File: src/verilog/sirs_defines.vh
// Constants for the sensor interrupt status and register read port
// Operation
// - Status register at 0x8e; bit3 bio done, bit2 ambient, bit1 under, bit0 over.
// - Under-limit flag sets when a measurement passes the low threshold.
// - Over-limit flag sets when a measurement passes the high threshold.
// - Flags stick at one until host writes one; writing zero keeps them.
// - Interrupt pad pulled low while any status flag is one.
// - Timing register at 0x8f: delay 7:5, frequency 4:3, dead time 2:0.
// - Delay field sets detector evaluation start after emitter edge; resets zero.
// - Location 0x90 is reserved; contents are not to be relied on.
// - Without a measurement request the device idles with only the bus active.
// - In standby the emitter current sink is off regardless of current setting.
// - Read accepted after a stop or after a repeated start.
// - Register pointer advances by one after each byte read.
// - Device answers address byte 0x26 for writes and 0x27 for reads.
// - Low threshold is 16 bits, high byte 0x8a, low byte 0x8b.
`ifndef SIRS_DEFINES_VH
`define SIRS_DEFINES_VH
`define SIRS_ADDR_WR      8'h26
`define SIRS_ADDR_RD      8'h27
`define SIRS_REG_LOTH_HI  8'h8a
`define SIRS_REG_LOTH_LO  8'h8b
`define SIRS_REG_HITH_HI  8'h8c
`define SIRS_REG_HITH_LO  8'h8d
`define SIRS_REG_FLAGS    8'h8e
`define SIRS_REG_TIMING   8'h8f
`define SIRS_REG_AMB_IR   8'h90
`define SIRS_BIT_BIO      3
`define SIRS_BIT_AMB      2
`define SIRS_BIT_UNDER    1
`define SIRS_BIT_OVER     0
`define SIRS_TIM_DLY_MSB  7
`define SIRS_TIM_DLY_LSB  5
`define SIRS_TIM_FRQ_MSB  4
`define SIRS_TIM_FRQ_LSB  3
`define SIRS_TIM_DT_MSB   2
`define SIRS_TIM_DT_LSB   0
`define SIRS_RST_TIMING   8'h01
`define SIRS_RST_THRESH   16'h0000
`define SIRS_RST_HITH     16'hffff
`define SIRS_RSVD_VALUE   8'h00
`endif

File: src/verilog/sirs_i2c_slave.v
// Two-wire target: byte engine producing register address, write data and read strobes
`timescale 1ns/100ps
module sirs_i2c_slave
(
   // Clock and reset
   input  wire       core_clk,
   input  wire       rst_b,
   // Pins, already synchronised
   input  wire       scl_s,
   input  wire       sda_s,
   output wire       sda_oe,
   // Register side
   output reg  [7:0] ptr_q,
   output reg        wr_stb_q,
   output reg  [7:0] wr_data_q,
   output reg        rd_stb_q,
   input  wire [7:0] rd_data
);
`include "sirs_defines.vh"
   localparam ST_IDLE = 6'h01;
   localparam ST_ADDR = 6'h02;
   localparam ST_REG  = 6'h04;
   localparam ST_WDAT = 6'h08;
   localparam ST_RDAT = 6'h10;
   localparam ST_RACK = 6'h20;

   reg [5:0] st_q;
   reg       scl_d1_q;
   reg       sda_d1_q;
   reg [7:0] sh_q;
   reg [3:0] cnt_q;
   reg       ack_q;
   reg       drv_q;

   wire scl_rise = scl_s & ~scl_d1_q;
   wire scl_fall = ~scl_s & scl_d1_q;
   wire start_c  = scl_s & sda_d1_q & ~sda_s;
   wire stop_c   = scl_s & ~sda_d1_q & sda_s;

   assign sda_oe = drv_q;

   always @(posedge core_clk)
   begin
      if (!rst_b)
      begin
         st_q      <= ST_IDLE;
         scl_d1_q  <= 1'b1;
         sda_d1_q  <= 1'b1;
         sh_q      <= 8'h00;
         cnt_q     <= 4'h0;
         ack_q     <= 1'b0;
         drv_q     <= 1'b0;
         ptr_q     <= 8'h00;
         wr_stb_q  <= 1'b0;
         wr_data_q <= 8'h00;
         rd_stb_q  <= 1'b0;
      end
      else
      begin
         scl_d1_q <= scl_s;
         sda_d1_q <= sda_s;
         wr_stb_q <= 1'b0;
         rd_stb_q <= 1'b0;
         // Repeated start keeps the pointer, so a read may follow the address write directly
         if (start_c)
         begin
            st_q  <= ST_ADDR;
            cnt_q <= 4'h0;
            ack_q <= 1'b0;
            drv_q <= 1'b0;
         end
         else if (stop_c)
         begin
            st_q  <= ST_IDLE;
            drv_q <= 1'b0;
         end
         else if (scl_rise && !ack_q && st_q != ST_IDLE)
         begin
            sh_q  <= {sh_q[6:0], sda_s};
            cnt_q <= cnt_q + 4'h1;
            if (st_q == ST_RACK)
            begin
               // Host nack ends the read, ack asks for the next byte
               if (sda_s)
                  st_q <= ST_IDLE;
               else
               begin
                  st_q  <= ST_RDAT;
                  cnt_q <= 4'h0;
               end
            end
         end
         else if (scl_fall)
         begin
            if (ack_q)
            begin
               ack_q <= 1'b0;
               drv_q <= 1'b0;
               cnt_q <= 4'h0;
               if (st_q == ST_RDAT)
                  drv_q <= ~rd_data[7];
            end
            else
            begin
               case (st_q)
                  ST_ADDR:
                     if (cnt_q == 4'h8)
                     begin
                        if (sh_q == `SIRS_ADDR_WR || sh_q == `SIRS_ADDR_RD)
                        begin
                           ack_q     <= 1'b1;
                           drv_q     <= 1'b1;
                           st_q      <= sh_q[0] ? ST_RDAT : ST_REG;
                        end
                        else
                           st_q <= ST_IDLE;
                     end
                  ST_REG:
                     if (cnt_q == 4'h8)
                     begin
                        ptr_q <= sh_q;
                        ack_q <= 1'b1;
                        drv_q <= 1'b1;
                        st_q  <= ST_WDAT;
                     end
                  ST_WDAT:
                     if (cnt_q == 4'h8)
                     begin
                        wr_data_q <= sh_q;
                        wr_stb_q  <= 1'b1;
                        ack_q     <= 1'b1;
                        drv_q     <= 1'b1;
                     end
                  ST_RDAT:
                     if (cnt_q == 4'h8)
                     begin
                        drv_q    <= 1'b0;
                        rd_stb_q <= 1'b1;
                        ptr_q    <= ptr_q + 8'h01;
                        st_q     <= ST_RACK;
                     end
                     else
                        drv_q <= ~rd_data[7 - cnt_q[2:0]];
                  default:
                     ;
               endcase
            end
         end
         // Step after the strobe, so the bank still decodes the old address
         if (wr_stb_q)
            ptr_q <= ptr_q + 8'h01;
      end
   end
endmodule // sirs_i2c_slave

File: src/verilog/sirs_core.v
// Sensor interrupt status, modulator timing and register read port
`timescale 1ns/100ps
module sirs_core
(
   // Clock and reset
   input  wire        core_clk,
   input  wire        rst_b,
   // Two-wire bus pins
   input  wire        scl_in,
   input  wire        sda_in,
   output wire        sda_out,
   output wire        sda_oe,
   // Measurement events, same clock
   input  wire        bio_done_evt,
   input  wire        amb_done_evt,
   input  wire [15:0] meas_value,
   input  wire        meas_valid,
   input  wire        thresh_en,
   input  wire        meas_request,
   input  wire [7:0]  emitter_current,
   // Read-only result registers
   input  wire [7:0]  ext_rd_data,
   // Sensor control outputs
   output wire        int_n,
   output reg         infrared_emitter,
   output wire        standby,
   output wire [2:0]  delay_time,
   output wire [1:0]  bio_freq,
   output wire [2:0]  dead_time,
   output wire [7:0]  reg_ptr
);
`include "sirs_defines.vh"
   reg  [1:0]  scl_sync_q;
   reg  [1:0]  sda_sync_q;
   reg  [3:0]  flags_q;
   reg  [7:0]  timing_q;
   reg  [15:0] loth_q;
   reg  [15:0] hith_q;
   reg  [7:0]  rd_data;
   reg  [3:0]  set_v;
   wire [7:0]  ptr;
   wire        wr_stb;
   wire [7:0]  wr_data;

   assign sda_out = 1'b0;
   assign reg_ptr = ptr;

   always @(posedge core_clk)
   begin
      if (!rst_b)
      begin
         scl_sync_q <= 2'b11;
         sda_sync_q <= 2'b11;
      end
      else
      begin
         scl_sync_q <= {scl_sync_q[0], scl_in};
         sda_sync_q <= {sda_sync_q[0], sda_in};
      end
   end

   sirs_i2c_slave u_slave
   (
      .core_clk  (core_clk),
      .rst_b     (rst_b),
      .scl_s     (scl_sync_q[1]),
      .sda_s     (sda_sync_q[1]),
      .sda_oe    (sda_oe),
      .ptr_q     (ptr),
      .wr_stb_q  (wr_stb),
      .wr_data_q (wr_data),
      .rd_stb_q  (),
      .rd_data   (rd_data)
   );

   // Event sets, combined with clears below so that a set wins
   always @*
   begin
      set_v = 4'h0;
      set_v[`SIRS_BIT_BIO] = bio_done_evt;
      set_v[`SIRS_BIT_AMB] = amb_done_evt;
      set_v[`SIRS_BIT_UNDER] = meas_valid & thresh_en & (meas_value < loth_q);
      set_v[`SIRS_BIT_OVER]  = meas_valid & thresh_en & (meas_value > hith_q);
   end

   always @(posedge core_clk)
   begin
      if (!rst_b)
      begin
         flags_q  <= 4'h0;
         timing_q <= `SIRS_RST_TIMING;
         loth_q   <= `SIRS_RST_THRESH;
         hith_q   <= `SIRS_RST_HITH;
      end
      else
      begin
         if (wr_stb && ptr == `SIRS_REG_FLAGS)
            flags_q <= (flags_q & ~wr_data[3:0]) | set_v;
         else
            flags_q <= flags_q | set_v;
         if (wr_stb && ptr == `SIRS_REG_TIMING)
            timing_q <= wr_data;
         if (wr_stb && ptr == `SIRS_REG_LOTH_HI)
            loth_q[15:8] <= wr_data;
         if (wr_stb && ptr == `SIRS_REG_LOTH_LO)
            loth_q[7:0] <= wr_data;
         if (wr_stb && ptr == `SIRS_REG_HITH_HI)
            hith_q[15:8] <= wr_data;
         if (wr_stb && ptr == `SIRS_REG_HITH_LO)
            hith_q[7:0] <= wr_data;
      end
   end

   always @*
   begin
      case (ptr)
         `SIRS_REG_FLAGS:   rd_data = {4'h0, flags_q};
         `SIRS_REG_TIMING:  rd_data = timing_q;
         `SIRS_REG_AMB_IR:  rd_data = `SIRS_RSVD_VALUE;
         `SIRS_REG_LOTH_HI: rd_data = loth_q[15:8];
         `SIRS_REG_LOTH_LO: rd_data = loth_q[7:0];
         `SIRS_REG_HITH_HI: rd_data = hith_q[15:8];
         `SIRS_REG_HITH_LO: rd_data = hith_q[7:0];
         default:           rd_data = ext_rd_data;
      endcase
   end

   assign int_n      = ~(|flags_q);
   assign standby    = ~meas_request;
   assign delay_time = timing_q[`SIRS_TIM_DLY_MSB:`SIRS_TIM_DLY_LSB];
   assign bio_freq   = timing_q[`SIRS_TIM_FRQ_MSB:`SIRS_TIM_FRQ_LSB];
   assign dead_time  = timing_q[`SIRS_TIM_DT_MSB:`SIRS_TIM_DT_LSB];

   // Emitter sink gated off in standby, so software can leave current set
   always @(posedge core_clk)
   begin
      if (!rst_b)
         infrared_emitter <= 1'b0;
      else
         infrared_emitter <= meas_request & (|emitter_current);
   end
endmodule // sirs_core

File: config.mk
export PLATFORM = sky130hd
export DESIGN_NAME = sirs_core
export DESIGN_NICKNAME = d
export VERILOG_FILES = /design/src/verilog/sirs_i2c_slave.v /design/src/verilog/sirs_core.v
export VERILOG_INCLUDE_DIRS = /design/src /design/src/verilog
export SDC_FILE = /design/constraint.sdc
export NUM_CORES = 1
export LEC_CHECK = 0
export BUFFER_PORTS_ARGS = -buffer_cell sky130_fd_sc_hd__buf_4
export CORE_MARGIN = 1
export CORE_UTILIZATION = 45
export CTS_CLUSTER_SIZE = 8
export DETAILED_ROUTE_END_ITERATION = 6
export PLACE_DENSITY = 0.73
export SLEW_MARGIN = 20
export SYNTH_ARGS = -nofsm -noshare
export SYNTH_HDL_FRONTEND = slang
export SYNTH_SLANG_ARGS = --single-unit
File: constraint.sdc
create_clock -name core_clk -period 6.2 [get_ports core_clk]
set_input_delay 0.62 -clock core_clk [delete_from_list [all_inputs] [get_ports core_clk]]
set_output_delay 0.62 -clock core_clk [all_outputs]
set_load 0.005 [all_outputs]
After elaboration in Yosys (flattened, before gate mapping)
Cells that the tools add are included.
{"block": "classes", "n_eq_ne": 35, "addsub": 3, "order_cmp": 3, "mux": 43, "reduce_logical": 32, "bitwise_logic": 29}
{"operator": "$mux 8", "count": 8}
{"operator": "$eq 8x8->1 const B", "count": 7}
{"operator": "$pmux 8 s7", "count": 1}
{"operator": "$mux 6", "count": 8}
{"operator": "$lt 32x4->1 const B", "count": 1}
{"operator": "$mux 4", "count": 6}
{"operator": "$reduce_and 7->1", "count": 3}
{"operator": "$ne 3x1->1 const B", "count": 6}
{"operator": "$pmux 6 s3", "count": 1}
{"operator": "$eq 8x6->1 const B", "count": 2}
{"operator": "$gt 16x16->1", "count": 1}
{"operator": "$lt 16x16->1", "count": 1}
{"operator": "$pmux 8 s2", "count": 1}
{"operator": "$not 1->1", "count": 15}
{"operator": "$reduce_bool 4->1", "count": 3}
{"operator": "$mux 1", "count": 11}
{"operator": "$and 1x1->1", "count": 10}
{"operator": "$mux 5", "count": 2}
{"operator": "$ne 5x1->1 const B", "count": 2}
{"operator": "$reduce_and 3->1", "count": 3}
{"operator": "$add 8x1->8 const B", "count": 1}
{"operator": "$logic_and 1x1->1", "count": 8}
{"operator": "$ne 2x1->1 const B", "count": 4}
{"operator": "$or 4x4->4", "count": 2}
{"operator": "32 further kinds", "count": 38}
{"block": "word_totals", "word_cells": 165, "out_inout_bits": 21, "ff_bits": 88, "in_bits": 41}

Logic depth before layout (Yosys ltp)
{"block": "depth", "word_depth": 10, "depth_mapped": 10, "ltp_nobuf": 9}

Cells and area by module
A second synthesis with hierarchy kept.
{"block": "unflattened", "cells_unflattened": 624, "area_unflattened_um2": 5196.2}
{"module": "sirs_core", "area_each_um2": 3089.2, "n_inst": 1, "cells_each": 363, "seq_area_each_um2": 980.9}
{"module": "sirs_i2c_slave", "area_each_um2": 2107.0, "n_inst": 1, "cells_each": 261, "seq_area_each_um2": 800.8}

Least setup slack after synthesis
OpenSTA, ideal clock, no wires.
{"block": "synth_timing", "kind": "input port to flip-flop", "startpoint": "input meas_value[1]", "endpoint": "register flags_q[0]", "arrival_time_ns": 2.133, "slack_ns": 3.945, "n_path_buf": 0, "setup_time_ns": 0.122, "stages": 8, "required_ns": 6.078, "path_cell_list": "ha_1 -> nor2b_1 -> o21a_1 -> o21a_1 -> o211ai_1 -> a21oi_1 -> a211o_1 -> a311o_1"}
{"block": "synth_between", "elab_chain_cells": 4, "elab_cells_between_ends": 5, "classes_between": "order compare (1); mux (1); bitwise (3)"}
{"item": "start: declaration", "line_no": "sirs_core.v:16", "text": "input wire [15:0] meas_value,"}
{"item": "$gt 16x16->1 *", "line_no": "sirs_core.v:83", "text": "set_v[`SIRS_BIT_OVER] = meas_valid & thresh_en & (meas_value > hith_q);"}
{"item": "$and 1x1->1 *", "line_no": "sirs_core.v:83"}
{"item": "$or 4x4->4, on equally long branches", "line_no": "sirs_core.v:100, sirs_core.v:98"}
{"item": "$mux 4 *", "line_no": "sirs_core.v:97", "text": "if (wr_stb && ptr == `SIRS_REG_FLAGS)"}
{"item": "end signal: assignment", "line_no": "sirs_core.v:98", "text": "flags_q <= (flags_q & ~wr_data[3:0]) | set_v;"}
{"item": "end signal: assignment", "line_no": "sirs_core.v:100", "text": "flags_q <= flags_q | set_v;"}
{"item": "end: declaration", "line_no": "sirs_core.v:35", "text": "reg [3:0] flags_q;"}
Mark *: on every way between the ends. The rest lies on a longest branch, timed or not.
A chain may end at the register's enable or synchronous reset.

Final worst setup path
{"block": "layout_timing", "startpoint": "register u_slave.ptr_q[5]", "endpoint": "register flags_q[0]"}
{"block": "layout_between", "elab_chain_cells": 3}
{"item": "start: declaration", "line_no": "sirs_i2c_slave.v:13", "text": "output reg [7:0] ptr_q,"}
{"item": "start signal: assignment", "line_no": "sirs_i2c_slave.v:121", "text": "ptr_q <= sh_q;"}
{"item": "start signal: assignment", "line_no": "sirs_i2c_slave.v:139", "text": "ptr_q <= ptr_q + 8'h01;"}
{"item": "start signal: assignment", "line_no": "sirs_i2c_slave.v:151", "text": "ptr_q <= ptr_q + 8'h01;"}
{"item": "$eq 8x8->1"}
{"item": "$logic_and 1x1->1 (no source line)"}
{"item": "$mux 4", "line_no": "sirs_core.v:97"}
Every way passes these cells.

==> flow_summary.toml <==
[floorplan]
dieArea_um2 = 11700
fp.dieW_um = 108
die_h_um = 108
initial_core_util_pct = 46.6
ioPinCount = 62
fp.coreArea_um2 = 10900
rows = 38

[yosys]
ys_seq_area_share_pct = 34.8
synth_area_um2 = 5070
synth_nets = 704
yosysTopAreaCellShare_pct = 34.8
yosys_register_bits = 88
synth-edff-count = 0
ys_top_cells_by_area = "dfxtp_1 35%, ha_1 9.1%, nand3_1 5.6%, mux2i_1 5.5%, nand2_1 4.6%"
synthCells = 626
yosysWarningCount = 0
syn_avg_cell_area_um2 = 8.10
synth_area_leader_cell = "dfxtp_1"
async_flop_share_pct = 0
ys.flop_type = "dfxtp_1"
ys_types = 62

[sta]
slew-limit-headroom_pct = 32.7
period_share_pct = 45.6
hold_violations = 0
worstMarginPinSlew_ns = 1.01
clock_skew_ns = 0.0124
drv_slew = 0
setup_tns_ns = 0
period_needed_ns = 2.83
setup_viol = 0
rsz0062_at_grt = "no"
fmax_mhz = 354

[clock_tree]
cts_resized = 0
cts.sinks = 88
cts-buffers-inserted = 9
cts_root_buf = "clkbuf_8"
path_clk_slew_ns = 0.09
post_cts_buffers = 0
clk_latency_ns = 0.38
cts_hold_buf = 0
cts_buffer_depth = 2
cts_htree_levels = 3
cts_tree = "built"

[grt]
grt_pass1_vias = 4420
grt_pass1_wl_um = 22300
grt_max_degree = 52
grtUsageTotal_pct = 25.0
antenna_found_initial = 0
grt_overflow = 0

[placed_design]
numPortBuffers = 60
dpl.hpwl_um = 10500
gp_congestion = 0.919
placed_cells = 795

[worst_hold_path]
min_path_type = "flop to flop"
hp-start = "scl_sync_q[0]$_SDFF_PN1_"

[worst_setup_path]
worstSetupStartpointType = "flop"
worst_setup_path_end_kind = "flop"
cp.required_ns = 6.46
timing.rr.start = "u_slave.ptr_q[5]$_SDFFE_PN0P_"
slowest_stage = "and3_1"
cp_data_arrival_time_ns = 3.09
critical_path_class = "flop to flop"
crit_start = "u_slave.ptr_q[5]$_SDFFE_PN0P_"
slowest_delay_ns = 0.86
crit_buf_inv = 0
crit_chain = "or3b_1 -> nor2_4 -> and3_1 -> and2_1 -> a21oi_1 -> a311o_1"
cpLargestDelayFamily = "simple AND/OR/NAND/NOR gates"
critPathMaxFanout = 28

[layout]
antennaDiodeCount = 0
fin_cells = 812
layout.nets = 745
drive_gt1_share_pct = 13.8
areaGrowthSynthToFinish_pct = 14.2

[outcome]
status = "finished, final reports clean"

[route]
vias = 4721
viasPerCell = 5.81
met3_length_um = 847
wire_per_inst_um = 17.2
dr.max_layer_used = "met4"
drt_iter0_drc = 395
final_antenna_net_count = 0
wl_um = 14000
routed-wl-met2_um = 6580
drc_errors = 0
wl_met1_um = 6150
dr.pass1.iters = 5

[power_and_ir_drop]
powerDensity_nw_per_um2 = 188
ir_worst_vdd_v = 0.000119
p_leak_nw = 2.55

[flow_run]
drv_cap = 0
final timing paths:
check,slack (ns),cells after the start,endpoint
setup / recovery,3.37,6,flags_q[0]$_SDFF_PN0_
hold / removal,0.41,1,scl_sync_q[1]$_SDFF_PN1_
setup reg to reg,3.37,6,flags_q[0]$_SDFF_PN0_
hold reg to reg,0.41,1,scl_sync_q[1]$_SDFF_PN1_
flip-flops by register name, summed over array words and instances (netlist names):
register and count:
u_slave.st_q 6, u_slave.sda_oe 1, u_slave.ack_q 1, u_slave.cnt_q 4, u_slave.sda_d1_q 1, u_slave.wr_data_q 8, scl_sync_q 2, infrared_emitter 1
loth_q 16, u_slave.ptr_q 8, hith_q 16, timing_q 8, flags_q 4, sda_sync_q 2, u_slave.wr_stb_q 1, u_slave.scl_d1_q 1
u_slave.sh_q 8
layout by cell type, fill, tap and decap left out, types with 4 or more instances in the layout:
cell	synthesis	layout
dfxtp_1	88	88
nand2_1	62	62
buf_4	1	61
nor2_1	59	58
nand3_1	57	57
a21oi_1	46	46
inv_1	43	43
ha_1	37	37
mux2i_1	28	28
o21ai_0	25	25
nor2b_1	11	11
nand2b_1	10	10
nor3_1	10	10
o21a_1	9	9
a211oi_1	9	9
a21o_1	9	9
clkbuf_8	0	9
nor3b_1	7	7
nand4_1	7	7
nor4_1	6	6
a222oi_1	6	6
and3_1	5	5
nand3b_1	5	5
a221oi_1	5	5
and2_1	4	4
a22o_1	4	4
final cells by class:
class | count | area (um2)
well taps | 140 | 175
multi-input cells | 462 | 3000
flip-flops and latches | 88 | 1760
clock buffers | 10 | 128
clock inverters | 6 | 91.3
repair buffers | 62 | 465
fillers | 1005 | 5100
inverters | 44 | 165
where the power goes:
group | switching (mW) | internal (mW) | total [mW]
sequential | 0.00407 | 0.569 | 0.573
clock | 0.217 | 0.230 | 0.447
combinational | 0.0357 | 0.0354 | 0.0711
synthesized netlist by cell type (2+ instances only):
master,n
and2_1,4
nor2_1,59
ha_1,37
dfxtp_1,88
nand4_1,7
a21o_1,9
nand2_1,62
mux2i_1,28
nor3_1,10
a32oi_1,2
a22oi_1,2
nor3b_1,7
a21boi_0,2
inv_1,43
nor4_1,6
a22o_1,4
o21ai_0,25
o211ai_1,3
nand3_1,57
xor2_1,2
a221o_1,2
nor2b_1,11
and3_1,5
a222oi_1,6
a21oi_1,46
clkbuf_1,17
a221oi_1,5
o21a_1,9
nand3b_1,5
mux2_2,3
buf_2,12
a211oi_1,9
nand2b_1,10
routing by layer:
layer	GRT usage, %	vias up
met4	9.39	0
met5	0	-
met2	41.9	161
li1	-	2305
met1	32.3	2224
met3	3.86	31
stage by stage:
stage / instance area (um2) / setup slack (ns) / power (mW) / util [%] / hold slack (ns)
after CTS: 5780 / 3.43 / 1.10 / 53.1 / 0.413
after floorplan: 5070 / 3.94 / 0.621 / - / 0.386
after global routing: 5790 / 3.16 / 1.13 / 53.2 / 0.421
after global placement: 5560 / 3.54 / 0.653 / 51.1 / 0.387
after detailed placement: 5560 / 3.48 / 0.657 / 51.1 / 0.394
final: 5790 / 3.37 / 1.09 / 53.2 / 0.411
cell families (layout without fill, tap and decap cells):
logic type | after synthesis | in the layout | share of synthesized area (%)
buffers and inverters | 76 | 122 | 6.02
DFF | 88 | 88 | 34.8
xor gates and xnor gates | 2 | 2 | 0.346
AOI/OAI and AO/OA | 138 | 138 | 18.9
and+or+nand+nor | 253 | 253 | 24.6
muxes | 31 | 31 | 6.20
adders and majority gates | 37 | 37 | 9.13
other | 1 | 1 | 0.0740
Power figures use the tool's default switching activity.
